## src/rtl/core_regs_defines.svh

```systemverilog
// Offsets, reset values and field positions of the core register block.
// Assumes inclusion by bare name from rtl files.
`ifndef CORE_REGS_DEFINES_SVH
`define CORE_REGS_DEFINES_SVH
`define ADDR_STACK_TOP_POINTER 8'h81
`define ADDR_DATA_POINTER_LOW 8'h82
`define ADDR_DATA_POINTER_HIGH 8'h83
`define ADDR_PRIMARY_ARITH 8'hE0
`define ADDR_SECONDARY_ARITH 8'hF0
`define RST_STACK_TOP_POINTER 8'h07
`define RST_DATA_POINTER 8'h00
`define RST_ARITH 8'h00
`define UPPER_HALF_BIT 7
`define UNUSED_OPCODE 8'hA5
`define NOP_OPCODE 8'h00
`define PAGE_LOCAL_BITS 11
`define BANK_BASE_SHIFT 3
`endif

```

## src/rtl/core_regs_pkg.sv

```systemverilog
// Types shared by the core register block.
// Assumes the defines header supplies all numbers.
package core_regs_pkg;
  typedef enum logic [2:0] {
    BR_NONE,
    BR_REL,
    BR_PAGE,
    BR_LONG,
    BR_INDIRECT
  } branch_kind_t;
  typedef enum logic [1:0] {
    STK_IDLE,
    STK_PUSH,
    STK_POP
  } stack_op_t;
endpackage

```

## src/rtl/operand_decode.sv

```systemverilog
// Combinational operand address decode: bank registers, indirect pointers, direct space.
// Assumes the bank select comes from the status word outside this block.
`include "core_regs_defines.svh"
module operand_decode (
  input wire logic [1:0] i_bank,       // Selected register bank
  input wire logic [2:0] i_reg_sel,    // Bank work register number
  input wire logic [7:0] i_direct,     // Direct operand address
  output logic [7:0] o_bank_addr,      // RAM address of bank register
  output logic [7:0] o_ind_ptr_addr,   // RAM address of pointer register
  output logic o_direct_is_periph      // Direct hits peripheral space
);
  always_comb begin
    o_bank_addr = {3'h0, i_bank, i_reg_sel};
    o_ind_ptr_addr = {3'h0, i_bank, 2'h0, i_reg_sel[0]};
    o_direct_is_periph = i_direct[`UPPER_HALF_BIT];
  end
endmodule // operand_decode

```

## src/rtl/core_registers.sv

```systemverilog
// Core architectural registers and operand/branch address forming.
// Assumes the sequencer issues single-cycle strobes and owns RAM timing.
//
// Summary of operation
// - Bank operand picks R0-R7 of bank.
// - Indirect operand uses R0 or R1 contents.
// - Relative target is next address plus offset.
// - Direct below 0x80 RAM, above peripherals.
// - Page jump replaces low eleven bits only.
// - Long jump loads whole target address.
// - Unused opcode executes as no-operation.
// - Pointer is high byte over low byte.
// - Pointer addresses flash and external RAM.
// - Stack pointer pre-increments on push.
// - Stack pointer resets to seven.
// - Primary accumulator at 0xE0, bit-addressable.
// - Secondary accumulator at 0xF0, bit-addressable.
// - Registers reachable on every peripheral page.
`include "core_regs_defines.svh"
module core_registers #(
  parameter int PC_WIDTH = 16
) (
  input wire logic i_clk,                    // System clock, 20 MHz
  input wire logic i_reset,                  // Synchronous reset, high
  input wire logic i_ce,                     // Clock enable
  input wire logic [7:0] i_opcode,           // Fetched opcode
  input wire logic [7:0] i_sfr_addr,         // Peripheral space address
  input wire logic i_sfr_wr,                 // Peripheral write strobe
  input wire logic i_sfr_rd,                 // Peripheral read strobe
  input wire logic [7:0] i_sfr_wdata,        // Peripheral write data
  input wire logic [2:0] i_sfr_bit,          // Bit number for bit ops
  input wire logic i_bit_wr,                 // Bit write strobe
  input wire logic i_bit_val,                // Bit write value
  input wire logic [3:0] i_sfr_page,         // Current page, ignored here
  input wire logic [1:0] i_bank,             // Register bank select
  input wire logic [2:0] i_reg_sel,          // Work register number
  input wire logic [7:0] i_direct,           // Direct operand
  input wire logic [7:0] i_ind_ptr_value,    // Value read from R0/R1
  input wire logic i_push,                   // Push strobe
  input wire logic i_pop,                    // Pop strobe
  input wire logic [15:0] i_next_pc,         // Address of next instruction
  input wire logic [7:0] i_rel,              // Relative offset
  input wire logic [10:0] i_page_local_target, // Eleven-bit target
  input wire logic [15:0] i_long_target,     // Sixteen-bit target
  input wire core_regs_pkg::branch_kind_t i_branch, // Branch kind
  output logic [7:0] o_sfr_rdata,            // Read data
  output logic o_sfr_hit,                    // Address owned by this block
  output logic [7:0] o_stack_addr,           // RAM address for stack access
  output logic o_stack_wr,                   // Push store strobe
  output logic [15:0] o_combined_data_pointer, // Flash/external RAM address
  output logic [15:0] o_branch_target,       // Formed branch target
  output logic o_branch_valid,               // Target valid
  output logic [7:0] o_bank_addr,            // Bank register RAM address
  output logic [7:0] o_ind_addr,             // Indirect RAM address
  output logic o_ind_ptr_periph,             // Pointer register in peripheral space
  output logic o_direct_periph,              // Direct in peripheral space
  output logic [7:0] o_exec_opcode,          // Opcode as executed
  output logic [7:0] o_primary_arith_reg,    // Accumulator
  output logic [7:0] o_secondary_arith_reg   // Second accumulator
);

  ////////////////////////////////////////////////////////////////////////////
  typedef struct packed {
    logic [7:0] stack_top_pointer;
    logic [7:0] data_pointer_low;
    logic [7:0] data_pointer_high;
    logic [7:0] primary_arith_reg;
    logic [7:0] secondary_arith_reg;
    logic [7:0] rdata;
    logic hit;
    logic [7:0] stack_addr;
    logic stack_wr;
    logic [15:0] target;
    logic target_valid;
    logic [7:0] bank_addr;
    logic [7:0] ind_addr;
    logic direct_periph;
    logic ind_periph;
    logic [7:0] exec_opcode;
  } state_t;

  state_t q, d;
  logic [7:0] dec_bank_addr;
  logic [7:0] dec_ptr_addr;
  logic dec_periph;

  operand_decode u_dec (
    .i_bank(i_bank),
    .i_reg_sel(i_reg_sel),
    .i_direct(i_direct),
    .o_bank_addr(dec_bank_addr),
    .o_ind_ptr_addr(dec_ptr_addr),
    .o_direct_is_periph(dec_periph)
  );

  // Page input deliberately unused: these registers live on all pages
  function automatic logic owns_addr(input logic [7:0] a);
    owns_addr = (a == `ADDR_STACK_TOP_POINTER) || (a == `ADDR_DATA_POINTER_LOW) ||
                (a == `ADDR_DATA_POINTER_HIGH) || (a == `ADDR_PRIMARY_ARITH) ||
                (a == `ADDR_SECONDARY_ARITH);
  endfunction

  function automatic logic [7:0] set_bit(input logic [7:0] v, input logic [2:0] n, input logic b);
    logic [7:0] r;
    r = v;
    r[n] = b;
    set_bit = r;
  endfunction

  ////////////////////////////////////////////////////////////////////////////
  always_comb begin
    d = q;
    d.stack_wr = 1'b0;
    d.target_valid = 1'b0;
    d.hit = owns_addr(i_sfr_addr);
    // Read value sampled before any same-cycle write lands
    case (i_sfr_addr)
      `ADDR_STACK_TOP_POINTER: d.rdata = q.stack_top_pointer;
      `ADDR_DATA_POINTER_LOW: d.rdata = q.data_pointer_low;
      `ADDR_DATA_POINTER_HIGH: d.rdata = q.data_pointer_high;
      `ADDR_PRIMARY_ARITH: d.rdata = q.primary_arith_reg;
      `ADDR_SECONDARY_ARITH: d.rdata = q.secondary_arith_reg;
      default: d.rdata = 8'h00;
    endcase
    if (!i_sfr_rd) begin
      d.rdata = q.rdata;
    end
    if (i_sfr_wr) begin
      case (i_sfr_addr)
        `ADDR_STACK_TOP_POINTER: d.stack_top_pointer = i_sfr_wdata;
        `ADDR_DATA_POINTER_LOW: d.data_pointer_low = i_sfr_wdata;
        `ADDR_DATA_POINTER_HIGH: d.data_pointer_high = i_sfr_wdata;
        `ADDR_PRIMARY_ARITH: d.primary_arith_reg = i_sfr_wdata;
        `ADDR_SECONDARY_ARITH: d.secondary_arith_reg = i_sfr_wdata;
        default: d.rdata = d.rdata;
      endcase
    end else if (i_bit_wr) begin
      // Only the two accumulators are bit-addressable
      case (i_sfr_addr)
        `ADDR_PRIMARY_ARITH: d.primary_arith_reg = set_bit(q.primary_arith_reg, i_sfr_bit, i_bit_val);
        `ADDR_SECONDARY_ARITH: d.secondary_arith_reg = set_bit(q.secondary_arith_reg, i_sfr_bit, i_bit_val);
        default: d.rdata = d.rdata;
      endcase
    end
    // Stack op outranks a register write to the pointer in the same cycle
    if (i_push) begin
      d.stack_top_pointer = q.stack_top_pointer + 8'h01;
      d.stack_addr = q.stack_top_pointer + 8'h01;
      d.stack_wr = 1'b1;
    end else if (i_pop) begin
      d.stack_addr = q.stack_top_pointer;
      d.stack_top_pointer = q.stack_top_pointer - 8'h01;
    end
    case (i_branch)
      core_regs_pkg::BR_REL: begin
        d.target = i_next_pc + {{8{i_rel[7]}}, i_rel};
        d.target_valid = 1'b1;
      end
      core_regs_pkg::BR_PAGE: begin
        d.target = {i_next_pc[PC_WIDTH-1:`PAGE_LOCAL_BITS], i_page_local_target};
        d.target_valid = 1'b1;
      end
      core_regs_pkg::BR_LONG: begin
        d.target = i_long_target;
        d.target_valid = 1'b1;
      end
      core_regs_pkg::BR_INDIRECT: begin
        d.target = {q.data_pointer_high, q.data_pointer_low} + {8'h00, q.primary_arith_reg};
        d.target_valid = 1'b1;
      end
      default: d.target = q.target;
    endcase
    d.bank_addr = dec_bank_addr;
    d.ind_addr = i_ind_ptr_value;
    d.ind_periph = dec_ptr_addr[`UPPER_HALF_BIT];
    d.direct_periph = dec_periph;
    d.exec_opcode = (i_opcode == `UNUSED_OPCODE) ? `NOP_OPCODE : i_opcode;
  end

  always_ff @(posedge i_clk) begin
    if (i_reset) begin
      q <= '0;
      q.stack_top_pointer <= `RST_STACK_TOP_POINTER;
      q.data_pointer_low <= `RST_DATA_POINTER;
      q.data_pointer_high <= `RST_DATA_POINTER;
      q.primary_arith_reg <= `RST_ARITH;
      q.secondary_arith_reg <= `RST_ARITH;
    end else if (i_ce) begin
      q <= d;
    end
  end

  ////////////////////////////////////////////////////////////////////////////
  assign o_sfr_rdata = q.rdata;
  assign o_sfr_hit = q.hit;
  assign o_stack_addr = q.stack_addr;
  assign o_stack_wr = q.stack_wr;
  assign o_combined_data_pointer = {q.data_pointer_high, q.data_pointer_low};
  assign o_branch_target = q.target;
  assign o_branch_valid = q.target_valid;
  assign o_bank_addr = q.bank_addr;
  assign o_ind_addr = q.ind_addr;
  assign o_ind_ptr_periph = q.ind_periph;
  assign o_direct_periph = q.direct_periph;
  assign o_exec_opcode = q.exec_opcode;
  assign o_primary_arith_reg = q.primary_arith_reg;
  assign o_secondary_arith_reg = q.secondary_arith_reg;

  ////////////////////////////////////////////////////////////////////////////
  property p_sp_reset;
    @(posedge i_clk) $past(i_reset) |-> q.stack_top_pointer == `RST_STACK_TOP_POINTER;
  endproperty
  a_sp_reset: assert property (p_sp_reset) else $error("stack pointer not seven after reset");

  property p_push;
    @(posedge i_clk) disable iff (i_reset) (i_ce && i_push) |=>
      (o_stack_wr && o_stack_addr == $past(q.stack_top_pointer) + 8'h01 && q.stack_top_pointer == o_stack_addr);
  endproperty
  a_push: assert property (p_push) else $error("push did not pre-increment");

  property p_pop;
    @(posedge i_clk) disable iff (i_reset) (i_ce && i_pop && !i_push) |=>
      (o_stack_addr == $past(q.stack_top_pointer) && q.stack_top_pointer == o_stack_addr - 8'h01);
  endproperty
  a_pop: assert property (p_pop) else $error("pop did not read then decrement");

  property p_rel;
    @(posedge i_clk) disable iff (i_reset) (i_ce && i_branch == core_regs_pkg::BR_REL) |=>
      o_branch_target == $past(i_next_pc) + {{8{$past(i_rel[7])}}, $past(i_rel)};
  endproperty
  a_rel: assert property (p_rel) else $error("relative target wrong");

  property p_page;
    @(posedge i_clk) disable iff (i_reset) (i_ce && i_branch == core_regs_pkg::BR_PAGE) |=>
      (o_branch_target[15:11] == $past(i_next_pc[15:11]) && o_branch_target[10:0] == $past(i_page_local_target));
  endproperty
  a_page: assert property (p_page) else $error("page target left its page");

  property p_long;
    @(posedge i_clk) disable iff (i_reset) (i_ce && i_branch == core_regs_pkg::BR_LONG) |=>
      (o_branch_valid && o_branch_target == $past(i_long_target));
  endproperty
  a_long: assert property (p_long) else $error("long target wrong");

  property p_nop;
    @(posedge i_clk) disable iff (i_reset) (i_ce && i_opcode == `UNUSED_OPCODE) |=> o_exec_opcode == `NOP_OPCODE;
  endproperty
  a_nop: assert property (p_nop) else $error("unused opcode not a no-op");

  property p_combined_data_pointer;
    @(posedge i_clk) disable iff (i_reset)
      (i_ce && i_sfr_wr && i_sfr_addr == `ADDR_DATA_POINTER_HIGH) |=> o_combined_data_pointer[15:8] == $past(i_sfr_wdata);
  endproperty
  a_combined_data_pointer: assert property (p_combined_data_pointer) else $error("pointer high byte misplaced");

  property p_acc_bit;
    @(posedge i_clk) disable iff (i_reset)
      (i_ce && !i_sfr_wr && i_bit_wr && i_sfr_addr == `ADDR_PRIMARY_ARITH) |=>
      o_primary_arith_reg[$past(i_sfr_bit)] == $past(i_bit_val);
  endproperty
  a_acc_bit: assert property (p_acc_bit) else $error("accumulator bit write lost");

  property p_direct;
    @(posedge i_clk) disable iff (i_reset) i_ce |=> o_direct_periph == ($past(i_direct) >= 8'h80);
  endproperty
  a_direct: assert property (p_direct) else $error("direct space split wrong");

  property p_sec_bit;
    @(posedge i_clk) disable iff (i_reset)
      (i_ce && !i_sfr_wr && i_bit_wr && i_sfr_addr == `ADDR_SECONDARY_ARITH) |=>
      o_secondary_arith_reg[$past(i_sfr_bit)] == $past(i_bit_val);
  endproperty
  a_sec_bit: assert property (p_sec_bit) else $error("second accumulator bit write lost");

  property p_bank_addr;
    @(posedge i_clk) disable iff (i_reset) i_ce |=> o_bank_addr == {3'h0, $past(i_bank), $past(i_reg_sel)};
  endproperty
  a_bank_addr: assert property (p_bank_addr) else $error("bank register address wrong");

  // Pointer registers are R0/R1 of the same bank as the bank operand
  property p_ptr_addr;
    @(posedge i_clk) dec_ptr_addr == {dec_bank_addr[7:3], 2'h0, dec_bank_addr[0]};
  endproperty
  a_ptr_addr: assert property (p_ptr_addr) else $error("pointer register outside bank");

  property p_ind_addr;
    @(posedge i_clk) disable iff (i_reset) i_ce |=> (o_ind_addr == $past(i_ind_ptr_value) && !o_ind_ptr_periph);
  endproperty
  a_ind_addr: assert property (p_ind_addr) else $error("indirect address not pointer contents");

  property p_sec_wr;
    @(posedge i_clk) disable iff (i_reset)
      (i_ce && i_sfr_wr && i_sfr_addr == `ADDR_SECONDARY_ARITH) |=> o_secondary_arith_reg == $past(i_sfr_wdata);
  endproperty
  a_sec_wr: assert property (p_sec_wr) else $error("second accumulator write lost");

  property p_acc_wr;
    @(posedge i_clk) disable iff (i_reset)
      (i_ce && i_sfr_wr && i_sfr_addr == `ADDR_PRIMARY_ARITH) |=> o_primary_arith_reg == $past(i_sfr_wdata);
  endproperty
  a_acc_wr: assert property (p_acc_wr) else $error("accumulator write lost");

  property p_sp_wr;
    @(posedge i_clk) disable iff (i_reset)
      (i_ce && i_sfr_wr && !i_push && !i_pop && i_sfr_addr == `ADDR_STACK_TOP_POINTER) |=>
      q.stack_top_pointer == $past(i_sfr_wdata);
  endproperty
  a_sp_wr: assert property (p_sp_wr) else $error("stack pointer write lost");

  property p_valid_pulse;
    @(posedge i_clk) disable iff (i_reset) (i_ce && i_branch == core_regs_pkg::BR_NONE) |=> !o_branch_valid;
  endproperty
  a_valid_pulse: assert property (p_valid_pulse) else $error("branch valid without branch");

  // Low enable must freeze every register, outputs included
  property p_ce_freeze;
    @(posedge i_clk) disable iff (i_reset) !i_ce |=> $stable(q);
  endproperty
  a_ce_freeze: assert property (p_ce_freeze) else $error("state moved with enable low");

  property p_combined_data_pointer_low;
    @(posedge i_clk) disable iff (i_reset)
      (i_ce && i_sfr_wr && i_sfr_addr == `ADDR_DATA_POINTER_LOW) |=> o_combined_data_pointer[7:0] == $past(i_sfr_wdata);
  endproperty
  a_combined_data_pointer_low: assert property (p_combined_data_pointer_low) else $error("pointer low byte misplaced");

  property p_read_hold;
    @(posedge i_clk) disable iff (i_reset) (i_ce && !i_sfr_rd) |=> $stable(o_sfr_rdata);
  endproperty
  a_read_hold: assert property (p_read_hold) else $error("read data moved without read");

  property p_unowned;
    @(posedge i_clk) disable iff (i_reset)
      (i_ce && i_sfr_rd && !owns_addr(i_sfr_addr)) |=> (o_sfr_rdata == 8'h00 && !o_sfr_hit);
  endproperty
  a_unowned: assert property (p_unowned) else $error("foreign address answered");

  property p_stack_wr_pulse;
    @(posedge i_clk) disable iff (i_reset) (i_ce && !i_push) |=> !o_stack_wr;
  endproperty
  a_stack_wr_pulse: assert property (p_stack_wr_pulse) else $error("stack store without push");

  c_push: cover property (@(posedge i_clk) i_ce && i_push);
  c_pop: cover property (@(posedge i_clk) i_ce && i_pop);
  c_rel: cover property (@(posedge i_clk) i_ce && i_branch == core_regs_pkg::BR_REL && i_rel[7]);
  c_nop: cover property (@(posedge i_clk) i_ce && i_opcode == `UNUSED_OPCODE);

endmodule // core_registers

```

## config.mk

```make
export PLATFORM = sky130hd
export DESIGN_NAME = core_registers
export DESIGN_NICKNAME = d
export VERILOG_FILES = /design/src/rtl/core_regs_pkg.sv /design/src/rtl/operand_decode.sv /design/src/rtl/core_registers.sv
export VERILOG_INCLUDE_DIRS = /design/src /design/src/rtl
export SDC_FILE = /design/constraint.sdc
export NUM_CORES = 1
export LEC_CHECK = 0
export BUFFER_PORTS_ARGS = -buffer_cell sky130_fd_sc_hd__buf_2
export CORE_MARGIN = 3
export CORE_UTILIZATION = 53
export DETAILED_ROUTE_END_ITERATION = 8
export PLACE_DENSITY = 0.84
export SYNTH_ARGS = -nofsm -noshare
export SYNTH_HDL_FRONTEND = slang
export SYNTH_HIERARCHICAL = 1
export SYNTH_SLANG_ARGS = --single-unit
```

## constraint.sdc

```tcl
create_clock -name i_clk -period 2.46 [get_ports i_clk]
set_clock_uncertainty 0.15 [all_clocks]
set_input_delay 0 -clock i_clk [delete_from_list [all_inputs] [get_ports i_clk]]
set_output_delay 0 -clock i_clk [all_outputs]
set_load 0.01 [all_outputs]
```

* Word-level counts from Yosys, hierarchy flattened *
Index checks and enable logic that the tools add are counted.

storage, ports and cells
  register bits = 97
  bits of input ports = 115
  output and inout bits = 93
  word-level logic and storage cells = 73

cells by class
  add/sub/neg operators = 4
  $lt $le $gt $ge = 2
  equal/unequal tests = 10
  mux-type cells = 24
  reduce and logical (&&, ||, !) cells = 18

operators by type and width
  kind                 count
  $mux 8               13
  $mux 24              3
  $pmux 16 s4          1
  $eq 8x8->1 const B   6
  $pmux 8 s5           1
  $add 16x16->16       1
  $add 16x8->16        1
  $bwmux 8             2
  $reduce_and 3->1     5
  $add 8x1->8 const B  1
  $sub 8x1->8 const B  1
  $eq 3x2->1 const B   2
  $reduce_bool 3->1    2
  $logic_or 1x1->1     4
  $lt 3x4->1 const B   1
  $reduce_and 2->1     2
  $reduce_bool 2->1    2
  $reduce_bool 4->1    1
  $reduce_or 4->1      1
  $demux 1 s3          1
  $eq 3x1->1 const B   1
  $eq 3x3->1 const B   1
  $ge 3x1->1 const B   1
  $mux 1               3
  $logic_and 1x1->1    1

* Longest topological paths before layout *
  word-level depth = 8
  mapped depth = 9
  depth with buffers taken out = 9

* By module *
Netlist, hierarchy kept.

modules (own cells, without submodules)
  module          instances  cells an instance  area each (µm²)  seq. area each (µm²)
  core_registers  1          912                7,129.3          2,021.9
  operand_decode  1          18                 131.4            0.0

* Worst setup path before layout *
No wires, ideal clock.

  path kind = reg2reg
  start = register q, in the netlist o_combined_data_pointer[0]
  end = register q, in the netlist o_branch_target[8]
  library setup time = 155 ps
  arrival time = 1,938 ps
  required time = 2,155 ps
  setup slack = 217 ps
  cell stages (with the launch flop) = 10
  path buffers = 0
  period minus slack after synthesis = 2,243 ps
  cell sequence = dfxtp_1 -> ha_1 -> inv_1 -> fa_1 -> nor2b_1 -> o31a_1 -> o41a_1 -> or3_1 -> nand3_1 -> a41oi_1

on the way
  word-level cells in the longest chain between the ends = 2

RTL lines
  item           RTL line               RTL
  from (decl)    core_registers.sv:82   state_t q, d;
  $add 16x8->16  core_registers.sv:168  d.target = {q.data_pointer_high, q.data_pointer_low} + {8'h00, q.primary_arith_reg};
  $pmux 16 s4    core_registers.sv:154  case (i_branch)

No other way between the ends.
A chain may end at the register's enable or synchronous reset.

* Worst setup path after layout *
  start = register q, in the netlist o_combined_data_pointer[0]
  end = register q, in the netlist o_branch_target[10]

Same word-level chain as after synthesis.

==> results.md <==
- GPL Wtd Cong: between 0.9 and 1
- Min Tclk post-route: approximately 2500 ps
- Hold WC Path Type: input pin to register
- Setup_tns: 0 ps
- Largest net degree at the start of global routing: 62
- Final slew viol count: 0
- Worst Tran Pin Value: ~600 ps
- Reg2reg start: o_combined_data_pointer[0]$_SDFFE_PP0P_
- Share of layout cells above drive strength 1: about a quarter
- Sink Count: between 100 and 150
- Critical path type: register to register
- Critical path buffers and inverters: 2
- CP Max Fanout: 5
- CP delay by family, top: compound AO/OA/AOI/OAI gates
- Mean Syn Cell Area: 7.81 sq um
- CP Launch Type: register
- Clk root buf: clkbuf_16
- Commonest non-fill, non-tap cell in the layout: buf_2
- Hpwl dp: about 16 mm
- WL final: ~22 mm
- Total GRT Usage: 27.3%
- Layout overhead on the synthesized area: 18.1%
- Initial Util: roughly 56%
- Number of global-route vias before repair: around 6,600
- CTS tree: done
- Final ANT Viol Nets: 0
- CTS clk-pin slew, worst paths: around 70 ps
- Max-slew headroom: 59.4%
- Clk_lat worst skew: approximately 350 ps
- Static leakage: 0.00396 uW
- PD cells: around 490 nW/um^2
- Crit path arrival time: 2530 ps
- RSZ-0062 raised after global routing: true
- Final Hold Viols: 0
- Final-layout fill cell count: between 1,000 and 1,500
- Final hold slack: 12.2 ps
- Num CTS Buffers: 9
- Vias per cell: 5.84
- Total die area: roughly 15,000 sq um
- Max rail drop VDD: 0.000314 V
- Diodes inserted: 0
- WP data required: roughly 2500 ps
- Status: completed
- Total Power: 4130 uW
- Critical Path Max Stage Delay: between 400 and 500 ps
- Drt initial violations: 560
- Worst-case reg-to-reg path depth: 10
- H-tree levels: 3
- Worst Hold End: o_branch_target[6]$_SDFFE_PP0P_
- Setup slack after layout: ~3.3 ps
- Critical path endpoint category: register
- Fin crit share: between 90 and 100%
- Nets: about 1,200
- Slowest stage cell, crit path: o41a_1
- Die W: 123 microns
- Core Area: 13,000 sq um
- R2r endpoint: o_branch_target[10]$_SDFFE_PP0P_
- Hold path startpoint: i_page_local_target[6]
- Row cnt: slightly above 40
- Worst path cell trace: ha_4 > inv_2 > fa_2 > nor2b_1 > o31a_1 > o41a_1 > buf_4 > o211ai_1 > xor2_1 > o22ai_1
- DR vias: approximately 7,200
- Avg WL per Cell: 17.5 microns
- Antenna violations before repair: 0
- Worst R2R Setup Slack: around 3.3 ps
- Synthesized area: 7210 sq um
- Overflow after GRT: 0
- Setup Viol. Count Final: 0
- Post-Syn Instances: around 900
- Total number of yosys warnings: 6
- Die Y: roughly 120 microns
- Num ports: 208
- Hold depth: 5
- Commonest cells after routing, fill and taps aside: buf_2 (196), nor2_1 (123), dfxtp_1 (98)
- DRC errors left: 0
- Fmax: 0.407 GHz
- DRT Pass-1 Iters: 7
- First-pass GRT wire length: around 33 mm
- Worst slack at placement: about 52 ps
- Max-cap viol count: 0
- Input/output buffers: slightly below 200
- Maximum clock path buffer count: 2
worst max path at each step:
stage	end	slack (ps)	depth (start not counted)	from
2_1_floorplan	o_branch_target[8]$_SDFFE_PP0P_	220	9	o_combined_data_pointer[0]$_SDFFE_PP0P_
3_3_place_gp	o_branch_target[8]$_SDFFE_PP0P_	100	9	o_combined_data_pointer[0]$_SDFFE_PP0P_
3_5_place_dp	o_branch_target[8]$_SDFFE_PP0P_	50	9	o_combined_data_pointer[0]$_SDFFE_PP0P_
4_1_cts	o_branch_target[8]$_SDFFE_PP0P_	40	9	o_combined_data_pointer[0]$_SDFFE_PP0P_
5_1_grt	o_branch_target[8]$_SDFFE_PP0P_	-80	9	o_combined_data_pointer[0]$_SDFFE_PP0P_
6_report	o_branch_target[10]$_SDFFE_PP0P_	3	10	o_combined_data_pointer[0]$_SDFFE_PP0P_
layout make-up:
| type | count | area (sq um) | share of cell area, % |
|---|---|---|---|
| multi-input combinational | 650 | 4200 | 49.3 |
| sequential | 101 | 2030 | 23.8 |
| timing repair buffer | 274 | 1690 | 19.9 |
| clock buffer | 12 | 246 | 2.89 |
| tap | 172 | 215 | 2.53 |
| inverter | 24 | 90.1 | 1.06 |
| clock inverter | 3 | 46.3 | 0.544 |
worst register-to-register path: cells and delay by family, from the launching register on:
| kind | cells | cell delay [ps] |
|---|---|---|
| fa+ha+maj | 2 | 360 |
| simple gates | 1 | 60 |
| flops | 1 | 360 |
| compound gates | 4 | 1030 |
| buf+inv | 2 | 230 |
| xor+xnor | 1 | 160 |
timing repair:
item	in CTS	in global routing
buffers inserted	0	5
hold endpoints to repair	65	0
endpoints found under the setup margin	0	7
hold buffers	43	0
resized for setup	0	15
per-layer routing:
layer	share of wire (%)	GRT usage (%)	vias up
met5	0	0	-
met4	3.2	8.96	0
met3	8.8	4.93	60
met2	48	46.1	390
met1	40	35.4	3291
li1	-	-	3479
power by group:
group,internal (uW),switching (uW)
logic,416,529
registers,1710,49.4
clock network,814,612
total,2940,1190
through the flow:
| step | utilization (%) | cell area (sq um) | cells |
|---|---|---|---|
| after detailed placement | 59.2 | 7690 | 1173 |
| after global routing | 65.6 | 8510 | 1236 |
| after CTS | 64.8 | 8410 | 1231 |
| final | 65.6 | 8510 | 1236 |
| after floorplan | - | 7220 | 926 |
| after global placement | 59.2 | 7690 | 1173 |
No activity file was read; power rests on OpenSTA's default activity.
